`config.mk`:
```
export PLATFORM = sky130hd
export DESIGN_NAME = srf_framer
export DESIGN_NICKNAME = d
export VERILOG_FILES = /design/src/logic/srf_pkg.sv /design/src/logic/srf_buf2.sv /design/src/logic/srf_uart_tx.sv /design/src/logic/srf_framer.sv
export SDC_FILE = /design/constraint.sdc
export NUM_CORES = 1
export LEC_CHECK = 0
export BUFFER_PORTS_ARGS = -buffer_cell sky130_fd_sc_hd__buf_2
export CORE_MARGIN = 5
export CORE_UTILIZATION = 60
export CTS_BUF_LIST = sky130_fd_sc_hd__clkbuf_8
export DETAILED_ROUTE_END_ITERATION = 8
export PLACE_DENSITY = 0.92
export SLEW_MARGIN = 20
export SYNTH_ARGS = -nofsm -noshare
export SYNTH_HDL_FRONTEND = slang
export SYNTH_HIERARCHICAL = 1
export SYNTH_SLANG_ARGS = --single-unit
```
`constraint.sdc`:
```
create_clock -name clk -period 6.49 [get_ports clk]
set_clock_uncertainty 0.2 [all_clocks]
set_input_delay 0.3245 -clock clk [delete_from_list [all_inputs] [get_ports clk]]
set_output_delay 0.3245 -clock clk [all_outputs]
set_load 0.01 [all_outputs]
```
`src/logic/srf_pkg.sv`:
```
// Package for the serial report framer: constants and carrier types
package srf_pkg;

    // ****************************************
    // Frame constants
    // ****************************************
    localparam logic [7:0] SRF_START_CHAR = 8'h3a;  // Colon
    localparam logic [7:0] SRF_STATUS_OK = 8'h00;
    localparam logic [7:0] SRF_CMD_READING = 8'h00;
    localparam logic [7:0] SRF_CMD_DISPLAY = 8'h01;
    localparam logic [7:0] SRF_CMD_VALUES = 8'h02;
    localparam logic [7:0] SRF_CMD_LOOPS = 8'h03;
    localparam logic [7:0] SRF_LEN_READING = 8'h08;
    localparam logic [7:0] SRF_LEN_DISPLAY = 8'h0d;
    localparam logic [7:0] SRF_LEN_VALUES = 8'h08;
    localparam logic [7:0] SRF_LEN_LOOPS = 8'h08;
    localparam int SRF_PAYLOAD_MAX = 255;
    localparam int SRF_DATA_BITS = 8;
    localparam int SRF_STOP_BITS = 1;

    // ****************************************
    // Timing
    // ****************************************
    localparam int SRF_CLK_HZ = 50_000_000;
    localparam logic [15:0] SRF_BAUD_DIV_RESET = 16'h01b1;  // 115200 baud

    // One payload byte offered to the framer
    typedef struct packed {
        logic [7:0] data;
        logic last;
    } srf_byte_t;

    // Frame request
    typedef struct packed {
        logic [7:0] status;
        logic [7:0] cmd;
        logic [7:0] count;
    } srf_req_t;

    // Measurement record supplying the four layouts
    typedef struct packed {
        logic [15:0] converter_reading;
        logic [31:0] oxygen_ppb;
        logic [15:0] range_index;
        logic [63:0] display_text;
        logic [7:0] flash_flag;
        logic [31:0] flash_mask;
        logic [31:0] temperature_c;
        logic [31:0] first_loop_value;
        logic [31:0] second_loop_value;
    } srf_meas_t;

endpackage

```
`src/logic/srf_buf2.sv`:
```
// Two-entry valid/ready buffer for transmit bytes
`timescale 1ns/1ps
`default_nettype none
module srf_buf2
    import srf_pkg::*;
(
    input wire logic clk,
    input wire logic rst_n,
    input wire logic in_valid,
    output logic in_ready,
    input wire logic [7:0] in_data,
    output logic out_valid,
    input wire logic out_ready,
    output logic [7:0] out_data
);
    typedef struct packed {
        logic [1:0][7:0] mem;
        logic rd;
        logic wr;
        logic [1:0] cnt;
    } srf_buf_st_t;

    srf_buf_st_t st, next_st;

    assign in_ready = (st.cnt != 2'd2);
    assign out_valid = (st.cnt != 2'd0);
    assign out_data = st.mem[st.rd];

    // Push and pop may happen together when one entry is held
    always_comb begin
        logic push;
        logic pop;
        push = 1'b0;
        pop = 1'b0;
        next_st = st;
        push = in_valid && in_ready;
        pop = out_valid && out_ready;
        if (push) begin
            next_st.mem[st.wr] = in_data;
            next_st.wr = ~st.wr;
        end
        if (pop) begin
            next_st.rd = ~st.rd;
        end
        next_st.cnt = st.cnt + {1'b0, push} - {1'b0, pop};
    end

    always_ff @(posedge clk or negedge rst_n) begin
        if (!rst_n) begin
            st <= '0;
        end else begin
            st <= next_st;
        end
    end

    a_buf_no_over: assert property (@(posedge clk) disable iff (!rst_n)
        st.cnt == 2'd2 |-> !in_ready)
        else $error("buffer accepts when full");
endmodule // srf_buf2
`default_nettype wire

```
`src/logic/srf_uart_tx.sv`:
```
// Asynchronous serial transmitter, 8 data bits, no parity, 1 stop bit
`timescale 1ns/1ps
`default_nettype none
module srf_uart_tx
    import srf_pkg::*;
(
    input wire logic clk,
    input wire logic rst_n,
    input wire logic [15:0] baud_div,
    input wire logic in_valid,
    output logic in_ready,
    input wire logic [7:0] in_data,
    output logic txd,
    output logic busy
);
    typedef struct packed {
        logic [9:0] shift;
        logic [3:0] bits;
        logic [15:0] tick;
        logic line;
    } srf_tx_st_t;

    srf_tx_st_t st, next_st;

    assign in_ready = (st.bits == 4'd0);
    assign busy = !in_ready;
    assign txd = st.line;

    // Start bit, eight data bits LSB first, one stop bit
    always_comb begin
        next_st = st;
        if (st.bits == 4'd0) begin
            next_st.line = 1'b1;
            if (in_valid) begin
                next_st.shift = {1'b1, in_data, 1'b0};
                next_st.bits = 4'd10;
                next_st.tick = 16'h0000;
            end
        end else begin
            next_st.line = st.shift[0];
            if (st.tick >= baud_div) begin
                next_st.tick = 16'h0000;
                next_st.shift = {1'b1, st.shift[9:1]};
                next_st.bits = st.bits - 4'd1;
            end else begin
                next_st.tick = st.tick + 16'h0001;
            end
        end
    end

    always_ff @(posedge clk or negedge rst_n) begin
        if (!rst_n) begin
            st <= '{shift: 10'h3ff, bits: 4'd0, tick: 16'h0000, line: 1'b1};
        end else begin
            st <= next_st;
        end
    end

    a_tx_idle_high: assert property (@(posedge clk) disable iff (!rst_n)
        in_ready && $past(in_ready) |-> txd)
        else $error("line not idle high");
endmodule // srf_uart_tx
`default_nettype wire

```
`src/logic/srf_framer.sv`:
```
// Serial report framer: builds report frames and sends them serially
// Summary of operation
// - Characters are asynchronous, eight data bits, no parity, one stop bit.
// - Frames start only while transmit enable is on; a frame already started still finishes after it drops.
// - Order is colon, status, command, count, payload, check.
// - Header and trailer fields are single unsigned bytes.
// - Status byte is normally zero; receiver may discard non-zero.
// - Count equals payload length, zero to 255 bytes.
// - Check byte is XOR of colon through last payload byte.
// - Command selects layout; unknown commands skipped by count.
// - Char one byte, integer two, float four, long four.
// - Command 0: reading, oxygen float, range index.
// - Command 1: eight chars, flash flag, four-byte flash mask.
// - Command 2: oxygen float then temperature float.
// - Command 3: first then second loop value floats.
`timescale 1ns/1ps
`default_nettype none
module srf_framer
    import srf_pkg::*;
(
    input wire logic clk,
    input wire logic rst_n,
    input wire logic tx_enable,
    input wire logic [15:0] baud_div,
    input wire logic req_valid,
    output logic req_ready,
    input wire srf_pkg::srf_req_t req,
    input wire srf_pkg::srf_meas_t meas,
    input wire logic ext_valid,
    output logic ext_ready,
    input wire srf_pkg::srf_byte_t ext_byte,
    output logic txd,
    output logic frame_done
);
    import srf_pkg::*;

    // ****************************************
    // State
    // ****************************************
    typedef enum {
        SRF_IDLE, SRF_START, SRF_STAT, SRF_CMD, SRF_CNT, SRF_DATA, SRF_CHK,
        SRF_DRAIN
    } srf_phase_t;

    typedef struct packed {
        srf_phase_t phase;
        logic [7:0] status;
        logic [7:0] cmd;
        logic [7:0] count;
        logic [7:0] idx;
        logic [7:0] chk;
        logic [103:0] snap;
        logic ext;
        logic done;
    } srf_st_t;

    srf_st_t st, next_st;

    logic buf_ready;
    logic buf_valid_in;
    logic [7:0] buf_data_in;
    logic tx_valid;
    logic tx_ready;
    logic [7:0] tx_data;
    logic tx_busy;
    logic tx_line;

    // Documented layouts get fixed lengths; others use the requested count
    function automatic logic [7:0] layout_len(input logic [7:0] c,
                                              input logic [7:0] n);
        case (c)
            SRF_CMD_READING: layout_len = SRF_LEN_READING;
            SRF_CMD_DISPLAY: layout_len = SRF_LEN_DISPLAY;
            SRF_CMD_VALUES: layout_len = SRF_LEN_VALUES;
            SRF_CMD_LOOPS: layout_len = SRF_LEN_LOOPS;
            default: layout_len = n;
        endcase
    endfunction

    // Snapshot laid out low byte first so byte idx sits at bits idx*8
    function automatic logic [103:0] layout_pack(input logic [7:0] c,
                                                 input srf_meas_t m);
        layout_pack = '0;
        case (c)
            SRF_CMD_READING: layout_pack = {40'h0, m.range_index,
                m.oxygen_ppb, m.converter_reading};
            SRF_CMD_DISPLAY: layout_pack = {m.flash_mask, m.flash_flag,
                m.display_text};
            SRF_CMD_VALUES: layout_pack = {40'h0, m.temperature_c,
                m.oxygen_ppb};
            SRF_CMD_LOOPS: layout_pack = {40'h0, m.second_loop_value,
                m.first_loop_value};
            default: layout_pack = '0;
        endcase
    endfunction

    // Frame is documented when the command has a fixed layout
    logic cur_doc;
    assign cur_doc = (st.cmd <= SRF_CMD_LOOPS);

    // Requests taken only in idle with enable on
    assign req_ready = (st.phase == SRF_IDLE) && tx_enable;
    // External payload bytes consumed only for undocumented commands
    assign ext_ready = (st.phase == SRF_DATA) && st.ext && buf_ready;
    assign frame_done = st.done;
    assign txd = tx_line;

    // ****************************************
    // Byte sequencer
    // ****************************************
    always_comb begin
        logic [7:0] b;
        logic go;
        b = 8'h00;
        go = 1'b0;
        next_st = st;
        next_st.done = 1'b0;
        case (st.phase)
            SRF_IDLE: begin
                if (req_valid && tx_enable) begin
                    next_st.status = req.status;
                    next_st.cmd = req.cmd;
                    next_st.count = layout_len(req.cmd, req.count);
                    next_st.snap = layout_pack(req.cmd, meas);
                    next_st.ext = (req.cmd > SRF_CMD_LOOPS);
                    next_st.phase = SRF_START;
                end
            end
            SRF_START: begin
                b = SRF_START_CHAR;
                go = 1'b1;
            end
            SRF_STAT: begin
                b = st.status;
                go = 1'b1;
            end
            SRF_CMD: begin
                b = st.cmd;
                go = 1'b1;
            end
            SRF_CNT: begin
                b = st.count;
                go = 1'b1;
            end
            SRF_DATA: begin
                if (st.ext) begin
                    b = ext_byte.data;
                    go = ext_valid;
                end else begin
                    b = st.snap[7:0];
                    go = 1'b1;
                end
            end
            SRF_CHK: begin
                b = st.chk;
                go = 1'b1;
            end
            SRF_DRAIN: begin
                // Hold until the last bit leaves the line
                if (!tx_busy && !tx_valid) begin
                    next_st.phase = SRF_IDLE;
                    next_st.done = 1'b1;
                end
            end
            default: next_st.phase = SRF_IDLE;
        endcase
        if (go && buf_ready) begin
            // Check byte covers colon through last payload byte
            if (st.phase == SRF_START) begin
                next_st.chk = b;
            end else if (st.phase != SRF_CHK) begin
                next_st.chk = st.chk ^ b;
            end
            case (st.phase)
                SRF_START: next_st.phase = SRF_STAT;
                SRF_STAT: next_st.phase = SRF_CMD;
                SRF_CMD: next_st.phase = SRF_CNT;
                SRF_CNT: begin
                    next_st.idx = 8'h00;
                    next_st.phase = (st.count == 8'h00) ? SRF_CHK
                                                        : SRF_DATA;
                end
                SRF_DATA: begin
                    next_st.snap = {8'h00, st.snap[103:8]};
                    next_st.idx = st.idx + 8'h01;
                    if (st.idx + 8'h01 == st.count) begin
                        next_st.phase = SRF_CHK;
                    end
                end
                SRF_CHK: next_st.phase = SRF_DRAIN;
                default: next_st.phase = st.phase;
            endcase
        end
    end

    assign buf_valid_in = (st.phase == SRF_START) || (st.phase == SRF_STAT)
        || (st.phase == SRF_CMD) || (st.phase == SRF_CNT)
        || (st.phase == SRF_CHK)
        || ((st.phase == SRF_DATA) && (!st.ext || ext_valid));
    assign buf_data_in = (st.phase == SRF_START) ? SRF_START_CHAR
        : (st.phase == SRF_STAT) ? st.status
        : (st.phase == SRF_CMD) ? st.cmd
        : (st.phase == SRF_CNT) ? st.count
        : (st.phase == SRF_CHK) ? st.chk
        : st.ext ? ext_byte.data : st.snap[7:0];

    always_ff @(posedge clk or negedge rst_n) begin
        if (!rst_n) begin
            st <= '{phase: SRF_IDLE, default: '0};
        end else begin
            st <= next_st;
        end
    end

    // ****************************************
    // Buffer and transmitter
    // ****************************************
    // Buffer absorbs transmitter stalls so no byte is dropped
    srf_buf2 u_buf (
        .clk(clk),
        .rst_n(rst_n),
        .in_valid(buf_valid_in),
        .in_ready(buf_ready),
        .in_data(buf_data_in),
        .out_valid(tx_valid),
        .out_ready(tx_ready),
        .out_data(tx_data)
    );

    srf_uart_tx u_tx (
        .clk(clk),
        .rst_n(rst_n),
        .baud_div(baud_div),
        .in_valid(tx_valid),
        .in_ready(tx_ready),
        .in_data(tx_data),
        .txd(tx_line),
        .busy(tx_busy)
    );

    // ****************************************
    // Checks
    // ****************************************
    logic [7:0] chk_model;
    always_ff @(posedge clk or negedge rst_n) begin
        if (!rst_n) begin
            chk_model <= 8'h00;
        end else if (buf_valid_in && buf_ready) begin
            if (st.phase == SRF_START) begin
                chk_model <= buf_data_in;
            end else if (st.phase != SRF_CHK) begin
                chk_model <= chk_model ^ buf_data_in;
            end
        end
    end

    a_chk_byte_xor: assert property (@(posedge clk) disable iff (!rst_n)
        (st.phase == SRF_CHK && buf_valid_in) |-> buf_data_in == chk_model)
        else $error("check byte mismatch");
    a_first_is_colon: assert property (@(posedge clk) disable iff (!rst_n)
        (st.phase == SRF_START) |-> buf_data_in == SRF_START_CHAR)
        else $error("frame does not start with colon");
    a_colon_then_stat: assert property (@(posedge clk) disable iff (!rst_n)
        (st.phase == SRF_START && buf_ready) |=> st.phase == SRF_STAT)
        else $error("status does not follow colon");
    a_no_req_off: assert property (@(posedge clk) disable iff (!rst_n)
        !tx_enable |-> !req_ready)
        else $error("frame accepted while disabled");
    a_len_reading: assert property (@(posedge clk) disable iff (!rst_n)
        (st.phase == SRF_CNT && st.cmd == SRF_CMD_READING)
        |-> st.count == 8'h08)
        else $error("wrong command zero length");
    a_len_display: assert property (@(posedge clk) disable iff (!rst_n)
        (st.phase == SRF_CNT && st.cmd == SRF_CMD_DISPLAY)
        |-> st.count == 8'h0d)
        else $error("wrong command one length");
    a_count_bound: assert property (@(posedge clk) disable iff (!rst_n)
        (st.phase == SRF_DATA) |-> st.idx < st.count)
        else $error("payload overruns count");
    a_empty_skips: assert property (@(posedge clk) disable iff (!rst_n)
        (st.phase == SRF_CNT && st.count == 8'h00 && buf_ready)
        |=> st.phase == SRF_CHK)
        else $error("empty payload not skipped");

    c_frame_done: cover property (@(posedge clk) disable iff (!rst_n)
        frame_done);
    c_ext_frame: cover property (@(posedge clk) disable iff (!rst_n)
        st.ext && st.phase == SRF_CHK);
    c_stall: cover property (@(posedge clk) disable iff (!rst_n)
        buf_valid_in && !buf_ready);
    c_doc_frame: cover property (@(posedge clk) disable iff (!rst_n)
        cur_doc && st.phase == SRF_CHK);
endmodule // srf_framer
`default_nettype wire

```
# == Word level (Yosys, flattened, before mapping) ==
# Index checks and enable logic that the tools add are counted.
# classes
addsub,5
magnitude_cmp,5
n_eq_ne,21
mux,36
bitwise_logic,3
n_reduce_logical,34
# ops
cell,count
104-bit one-hot mux with 4 select lines,1
105-bit two-way mux,2
104-bit two-way mux,2
"32-bit by 3-bit == test with 1-bit output, second input constant",6
32-bit one-hot mux with 6 select lines,1
"32-bit by 2-bit == test with 1-bit output, second input constant",3
"32-bit by 4-bit == test with 1-bit output, second input constant",3
32-bit two-way mux,3
32-bit one-hot mux with 3 select lines,1
8-bit two-way mux,11
32-bit logical NOT,2
56-bit two-way mux,1
8-bit one-hot mux with 6 select lines,1
"32-bit by 1-bit == test with 1-bit output, second input constant",1
"32-bit by 4-bit != test with 1-bit output, second input constant",1
8-bit one-hot mux with 2 select lines,2
31-bit two-way mux,1
30-bit two-way mux,1
"16-bit by 1-bit adder with 16-bit output, second input constant",1
16-bit bitwise mux,1
"8-bit by 2-bit == test with 1-bit output, second input constant",2
16-bit >= comparator,1
8-bit logical NOT,2
16-bit two-way mux,1
other kinds (27),53
# totals
ff_bits,229
input_bits,318
elab_cells,122

# == Longest topological paths before layout ==
# Gate-level depths: netlist of the first run.
# logic_depth
word_depth,9
depth_mapped,11

# == By module ==
# Netlist of the first run, hierarchy kept.
# modules_own_cells
module,instances,cells_per_inst,area_per_inst_um2
srf_framer,1,1053,10423.7
srf_uart_tx,1,208,1945.6
srf_buf2,1,60,972.2

# == Least setup slack after synthesis of the first run ==
# Ideal clock, no wire load.
# synth_timing
path_kind,reg2reg
start,register st[148] (netlist name)
end,register u_buf/st[1] in the netlist's numbering
setup_time_ps,125
arrival_ps,2273
required_time_ps,6165
path_slack_ps,3893
stages_incl_launch_ff,11
period_less_slack_ps,2597
cell_sequence,dfrtp_1 -> buf_1 -> clkbuf_1 -> clkbuf_1 -> o311a_1 -> nand2_1 -> ha_1 -> inv_1 -> ha_1 -> xnor2_1 -> xnor2_1
# synth_lines
element,line_no,text
end signal: assignment,srf_buf2.sv:52,st <= next_st;
end: declaration,srf_buf2.sv:23,"srf_buf_st_t st, next_st;"

==> impl_metrics.json, run 1 <==
{
  "p_sw_uw": 809,
  "p_int_uw": 2370,
  "grt_setup_unrepaired": "no",
  "cts-buffers-inserted": 39,
  "synth_top_area_cell": "dfrtp_1",
  "p_sw_share_pct": 25.4,
  "firstDrtPassIters": 8,
  "synth_fa_ha_area_share_pct": 1.97,
  "hpwl_um": 29900,
  "final-max-slew-violation-count": 0,
  "clk_latency_ns": 0.54,
  "cts_resized": 0,
  "cap_violations": 0,
  "synth_xor_area_share_pct": 1.46,
  "endpoint_kind": "flip-flop",
  "postCtsSetupBuffers": 0,
  "cts_sinks": 228,
  "required_ns": 6.67,
  "fin_crit_ns": 3.53,
  "die_area_sq_um": 25300,
  "viasPerCell": 6.37,
  "finalCritPeriodShare_pct": 54.3,
  "overflow": 0,
  "die_h_um": 159,
  "vias": 12600,
  "synth_edf_count": 0,
  "wl_per_cell_um": 22.4,
  "yosys_register_bits": 228,
  "chipWidth_um": 159,
  "setup_viol": 0,
  "drt_iter0_drc": 1344,
  "syn2layout_area_growth_pct": 22.2,
  "synth_top_family_by_area": "compound AO/OA/AOI/OAI gates",
  "clock.fmax_mhz": 284,
  "grt_max_degree": 129,
  "ctsRootBufferMaster": "clkbuf_8",
  "p_clk_share_pct": 40.5,
  "yosys_warnings": 6,
  "p_comb_share_pct": 12.1,
  "synthArstFlopShare_pct": 100,
  "hp-class": "input pin to flip-flop",
  "power_frac_seq_pct": 47.3,
  "antenna_left": 0,
  "outcome": "completed",
  "grt_pass1_vias": 12600,
  "final_core_util_pct": 74.5,
  "initial_core_util_pct": 60.9,
  "avgSynthCellArea_sq_um": 10.1,
  "worstHoldStart": "meas[103]",
  "nFillCells": 1511,
  "synth_compound_area_share_pct": 17.8,
  "worstRegToRegCells": 7,
  "synthCells": 1321,
  "slew_headroom_pct": 30.8,
  "hold_viol_final": 0,
  "crit_path_start_kind": "flip-flop",
  "track_usage_pct": 33.1,
  "antenna_found_initial": 10,
  "r2r-end": "st[29]$_DFF_PN0_",
  "clockBufferDepth": 3,
  "synth_simple_gate_area_share_pct": 16.6,
  "cts_hold_buf": 43,
  "yosysMostFrequentCell": "dfrtp_1",
  "std_cell_rows": 54,
  "yosys.area.top_type_share_pct": 40.9,
  "ir_drop_v": 0.000141,
  "cts_max_level": 2,
  "synth.area.mux_share_pct": 14.4,
  "dp_slack_ns": 3.08,
  "wl_um": 44200,
  "setup_ws_ns": 2.96,
  "grt_pass1_wl_um": 68100,
  "power.total_uw": 3180,
  "synth_ff_type": "dfrtp_1",
  "power_density_nw_per_um2": 195,
  "p_leak_uw": 0.00765,
  "drive_above_1_share_pct": 30.8,
  "syn_area_sq_um": 13300,
  "path_clk_slew_ns": 0.07,
  "ys_seq_area_share_pct": 42.9,
  "crit_arrival_ns": 3.71,
  "path_max_fanout": 110,
  "ys_top_cells_by_area": "dfrtp_1 41%, mux4_2 11%, nand2_1 5.5%",
  "yosysUniqueCellTypes": 80,
  "nets": 1998,
  "ios": 322,
  "hold-path-cell-count": 4,
  "yosys-top-cells-count": "218 x dfrtp_1, 196 x nand2_1, 99 x o21ai_0",
  "tightestPinTransition_ns": 1.04,
  "reg2reg_setup_slack_ns": 2.96,
  "critPathKind": "flip-flop to flip-flop",
  "io_buffers": 320,
  "cts_tree": "built",
  "place_congestion": 0.951,
  "route.detailed.drc": 0,
  "fp.coreArea_sq_um": 21900,
  "reg2reg_from": "st[147]$_DFFE_PN0P_",
  "min_to": "st[81]$_DFF_PN0_",
  "finalSetupTns_ns": 0
}
-- power by group through the flow --
stage	Sequential, uW	Combinational (uW)	Clock [uW]
after floorplan	1520	173	0
after global placement	1530	340	0
after detailed placement	1530	353	0
after CTS	1500	377	1300
after global routing	1510	419	1370
final	1510	386	1290
-- worst max-delay path, cell delays in order, from the launching register on --
cell and delay, ns:
dfrtp_1 0.71, nor2_1 0.54, and3_1 0.29, nor4b_4 0.23, buf_4 0.81, nor2b_1 0.17
a41oi_1 0.25, o21ai_0 0.10
-- per-layer routing --
metal  vias up  routed length [um]  track usage [%]
met2       760               22000             55.4
met3       153                3550             5.51
met4         2                2320             16.2
met5         -                  13                0
li1       5565                   -                -
met1      6092               16300             42.1
-- worst max-delay path by stage --
| stage | from | to | slack (ns) | depth (start not counted) |
|---|---|---|---|---|
| after floorplan | st[148]$_DFFE_PN0P_ | u_buf/st[1]$_DFF_PN0_ | 3.89 | 10 |
| after global placement | st[170]$_DFFE_PN0P_ | st[25]$_DFF_PN0_ | 3.14 | 8 |
| after detailed placement | st[166]$_DFFE_PN0P_ | st[25]$_DFF_PN0_ | 3.08 | 8 |
| after CTS | st[166]$_DFFE_PN0P_ | st[30]$_DFF_PN0_ | 3.04 | 7 |
| after global routing | st[147]$_DFFE_PN0P_ | st[19]$_DFF_PN0_ | 2.71 | 7 |
| final | st[147]$_DFFE_PN0P_ | st[29]$_DFF_PN0_ | 2.96 | 7 |
-- layout by cell type, fill, tap and decap left out, types with 11 or more instances in the layout --
cell type      instances
a21oi_1               88
a31oi_1               19
a41oi_1               65
and3_1                40
buf_2                318
buf_4                 15
clkbuf_8              52
conb_1                29
dfrtp_1              218
dlygate4sd3_1         43
ha_1                  21
inv_1                 41
mux2_2                11
mux2_4                16
mux2i_1               12
mux4_2                64
nand2_1              195
nand2b_1              14
nand3_1               30
nand4_1               12
nor2_1                38
nor2b_1               68
o21ai_0               99
o21ai_1               20
xnor2_1               13
-- cell type report --
cell class | instances | area (sq um) | share of cell area, %
well taps | 280 | 350 | 2.15
repair buffers | 379 | 2200 | 13.5
clock buffers | 52 | 716 | 4.39
flip-flops and latches | 228 | 5720 | 35.1
diodes | 10 | 25.0 | 0.154
inverters | 32 | 125 | 0.768
clock inverters | 13 | 55.1 | 0.338
multi-input cells | 979 | 7110 | 43.6
-- metrics by stage --
stage	hold slack [ns]	std cells	cell area [sq um]
final	0.00738	1973	16300
after global routing	0.00890	1972	16300
after CTS	0.00364	1962	16200
after detailed placement	0.182	1854	15000
after global placement	0.171	1854	15000
after floorplan	-0.171	1349	13400
-- flip-flops by register name, summed over array words and instances (netlist names) --
signal and count:
u_tx/txd 1, st 177, frame_done 1, u_buf/st 20, u_tx/st 29
-- kinds of logic after synthesis --
kind of cell,after synthesis
buf+inv,142
fa+ha+maj,21
simple gates,446
compound gates,361
xor+xnor,19
mux,103
flops,228
other cells,1
Power figures use the tool's default switching activity.
==> inputs of run 2 (changes only) <==
--- a/config.mk
+++ b/config.mk
@@ -7,10 +7,10 @@
 export LEC_CHECK = 0
 export BUFFER_PORTS_ARGS = -buffer_cell sky130_fd_sc_hd__buf_2
 export CORE_MARGIN = 5
-export CORE_UTILIZATION = 60
+export CORE_UTILIZATION = 56
 export CTS_BUF_LIST = sky130_fd_sc_hd__clkbuf_8
 export DETAILED_ROUTE_END_ITERATION = 8
-export PLACE_DENSITY = 0.92
+export PLACE_DENSITY = 0.87
 export SLEW_MARGIN = 20
 export SYNTH_ARGS = -nofsm -noshare
 export SYNTH_HDL_FRONTEND = slang
==> constraint.sdc (replaced) <==
create_clock -name clk -period 3.58 [get_ports clk]
set_clock_uncertainty 0.2 [all_clocks]
set_input_delay 0.179 -clock clk [delete_from_list [all_inputs] [get_ports clk]]
set_output_delay 0.179 -clock clk [all_outputs]
set_load 0.01 [all_outputs]
==> run 2 against run 1 <==
First-iteration DRC count grew 2.5%. Routed wire length grew 0.68%. Worst setup slack lost 2.7 ns. Sequential share of layout area shrank 1.3 points. Sequential power grew 81%. Non-clock buffer count grew 53. Hold slack gained 0.018 ns. Sequential cell count is the same. Combinational power grew 92%. Via count shrank 0.18%. Critical endpoint is now req_ready. Largest cell class unchanged. Largest power group unchanged.
==> impl_metrics.json, run 2 (synthesis gave the netlist of run 1 again) <==
{
  "wl_per_cell_um": 21.6,
  "ios": 322,
  "path_cells": "nor4_1 -> nand4_1 -> nor2_1 -> nand2_1 -> nor4b_1 -> buf_2",
  "syn2layout_area_growth_pct": 27.0,
  "hp-class": "input pin to flip-flop",
  "clk_latency_ns": 0.53,
  "path_max_fanout": 5,
  "top_regs": "st x177, u_tx/st x29, u_buf/st x20",
  "final_cell_mix": "318 x buf_2, 218 x dfrtp_1, 195 x nand2_1",
  "viasPerCell": 6.08,
  "cts_max_level": 2,
  "outcome": "completed",
  "initial_core_util_pct": 56.8,
  "p_leak_uw": 0.00790,
  "chipWidth_um": 164,
  "p_sw_share_pct": 25.5,
  "overflow": 0,
  "reg2reg_setup_slack_ns": 0.61,
  "required_ns": 3.20,
  "worstRegToRegCells": 7,
  "die_area_sq_um": 27000,
  "setup_viol": 0,
  "wl_um": 44500,
  "finalCritPeriodShare_pct": 93.1,
  "endpoint_kind": "output port",
  "crit_path_start_kind": "flip-flop",
  "firstDrtPassIters": 6,
  "fin_crit_ns": 3.33,
  "p_comb_share_pct": 12.7,
  "power.total_uw": 5840,
  "power_density_nw_per_um2": 345,
  "fp.coreArea_sq_um": 23500,
  "die_h_um": 164,
  "worstHoldStart": "meas[213]",
  "route.detailed.drc": 0,
  "p_sw_uw": 1490,
  "antenna_found_initial": 8,
  "grt_max_degree": 111,
  "ctsRootBufferMaster": "clkbuf_8",
  "grt_pass1_wl_um": 68100,
  "cap_violations": 0,
  "ir_drop_v": 0.000227,
  "tightestPinTransition_ns": 0.832,
  "power_frac_seq_pct": 46.7,
  "layout_commonest_cell": "buf_2",
  "clock.fmax_mhz": 300,
  "r2r-end": "st[109]$_DFFE_PN0P_",
  "regMostFlops": "st",
  "min_to": "st[63]$_DFF_PN0_",
  "io_buffers": 320,
  "final-max-slew-violation-count": 0,
  "crit_slowest_cell": "nor4b_1",
  "finalSetupTns_ns": 0,
  "std_cell_rows": 56,
  "cts_tree": "built",
  "critPathKind": "flip-flop to output port",
  "hold_ws_ns": 0.0254,
  "cts-buffers-inserted": 39,
  "antenna_left": 0,
  "largest_reg_flops": 177,
  "hold_viol_final": 0,
  "nets": 2051,
  "path_clk_slew_ns": 0.06,
  "p_clk_share_pct": 40.6,
  "slew_headroom_pct": 44.5,
  "cts_sinks": 228,
  "clockBufferDepth": 3,
  "slowest_delay_ns": 0.59,
  "cts_resized": 0,
  "track_usage_pct": 32.4,
  "vias": 12500,
  "drive_above_1_share_pct": 30.5,
  "place_congestion": 0.970,
  "p_int_uw": 4350,
  "hpwl_um": 30100,
  "crit_arrival_ns": 2.95,
  "grt_pass1_vias": 12400,
  "reg2reg_from": "st[149]$_DFFE_PN0P_",
  "hold-path-cell-count": 4,
  "drt_iter0_drc": 1377,
  "grt_setup_unrepaired": "no"
}
run 2: layer usage:
layer  GRT usage, %  wire length, um  up-vias
met2           54.4            22000      739
met3           5.57             3320      134
li1               -                -     5664
met5              0                0        -
met4           14.2             2330        0
met1           41.5            16800     6012
run 2: cell type report:
cell class                      count  area (sq um)
Multi-Input combinational cell    979          7110
Fill cell                        1630          6530
Sequential cell                   228          5720
Timing Repair Buffer              432          2790
Clock buffer                       52           716
Tap cell                          319           399
Inverter                           32           125
Clock inverter                     16          73.8
Antenna cell                        7          17.5
run 2: stage by stage:
step	setup WS, ns	instances	util, %	area [sq um]
3_3_place_gp	0.678	1903	65.0	15300
2_1_floorplan	0.983	1349	-	13400
3_5_place_dp	0.614	1903	65.0	15300
6_report	0.246	2065	72.2	16900
5_1_grt	0.204	2063	72.2	16900
4_1_cts	0.288	2058	72.1	16900
run 2: power groups by stage:
stage          Clock, uW  Combinational (uW)  Sequential (uW)
4_1_cts             2400                 727             2730
5_1_grt             2510                 811             2740
3_5_place_dp           0                 641             2770
2_1_floorplan          0                 313             2750
3_3_place_gp           0                 623             2770
6_report            2370                 743             2730
run 2: repair_timing:
action	4_1_cts	5_1_grt
buffers inserted	0	0
hold buffers	87	0
endpoints found under the hold margin	183	0
run 2: worst max-delay path: cells and delay by family, from the launching register on:
family / cells / cell delay [ns]
buffers and inverters: 1 / 0.25
DFF: 1 / 0.36
and+or+nand+nor: 5 / 1.81
run 2: worst max-delay path by stage:
stage / start / depth (start not counted) / slack, ns / end
after floorplan: st[148]$_DFFE_PN0P_ / 10 / 0.98 / u_buf/st[1]$_DFF_PN0_
after global placement: st[149]$_DFFE_PN0P_ / 7 / 0.68 / st[108]$_DFFE_PN0P_
after detailed placement: st[163]$_DFFE_PN0P_ / 7 / 0.61 / u_buf/st[7]$_DFFE_PN0P_
after CTS: st[163]$_DFFE_PN0P_ / 6 / 0.29 / req_ready
after global routing: st[171]$_DFFE_PN0P_ / 6 / 0.20 / req_ready
final: st[163]$_DFFE_PN0P_ / 6 / 0.25 / req_ready
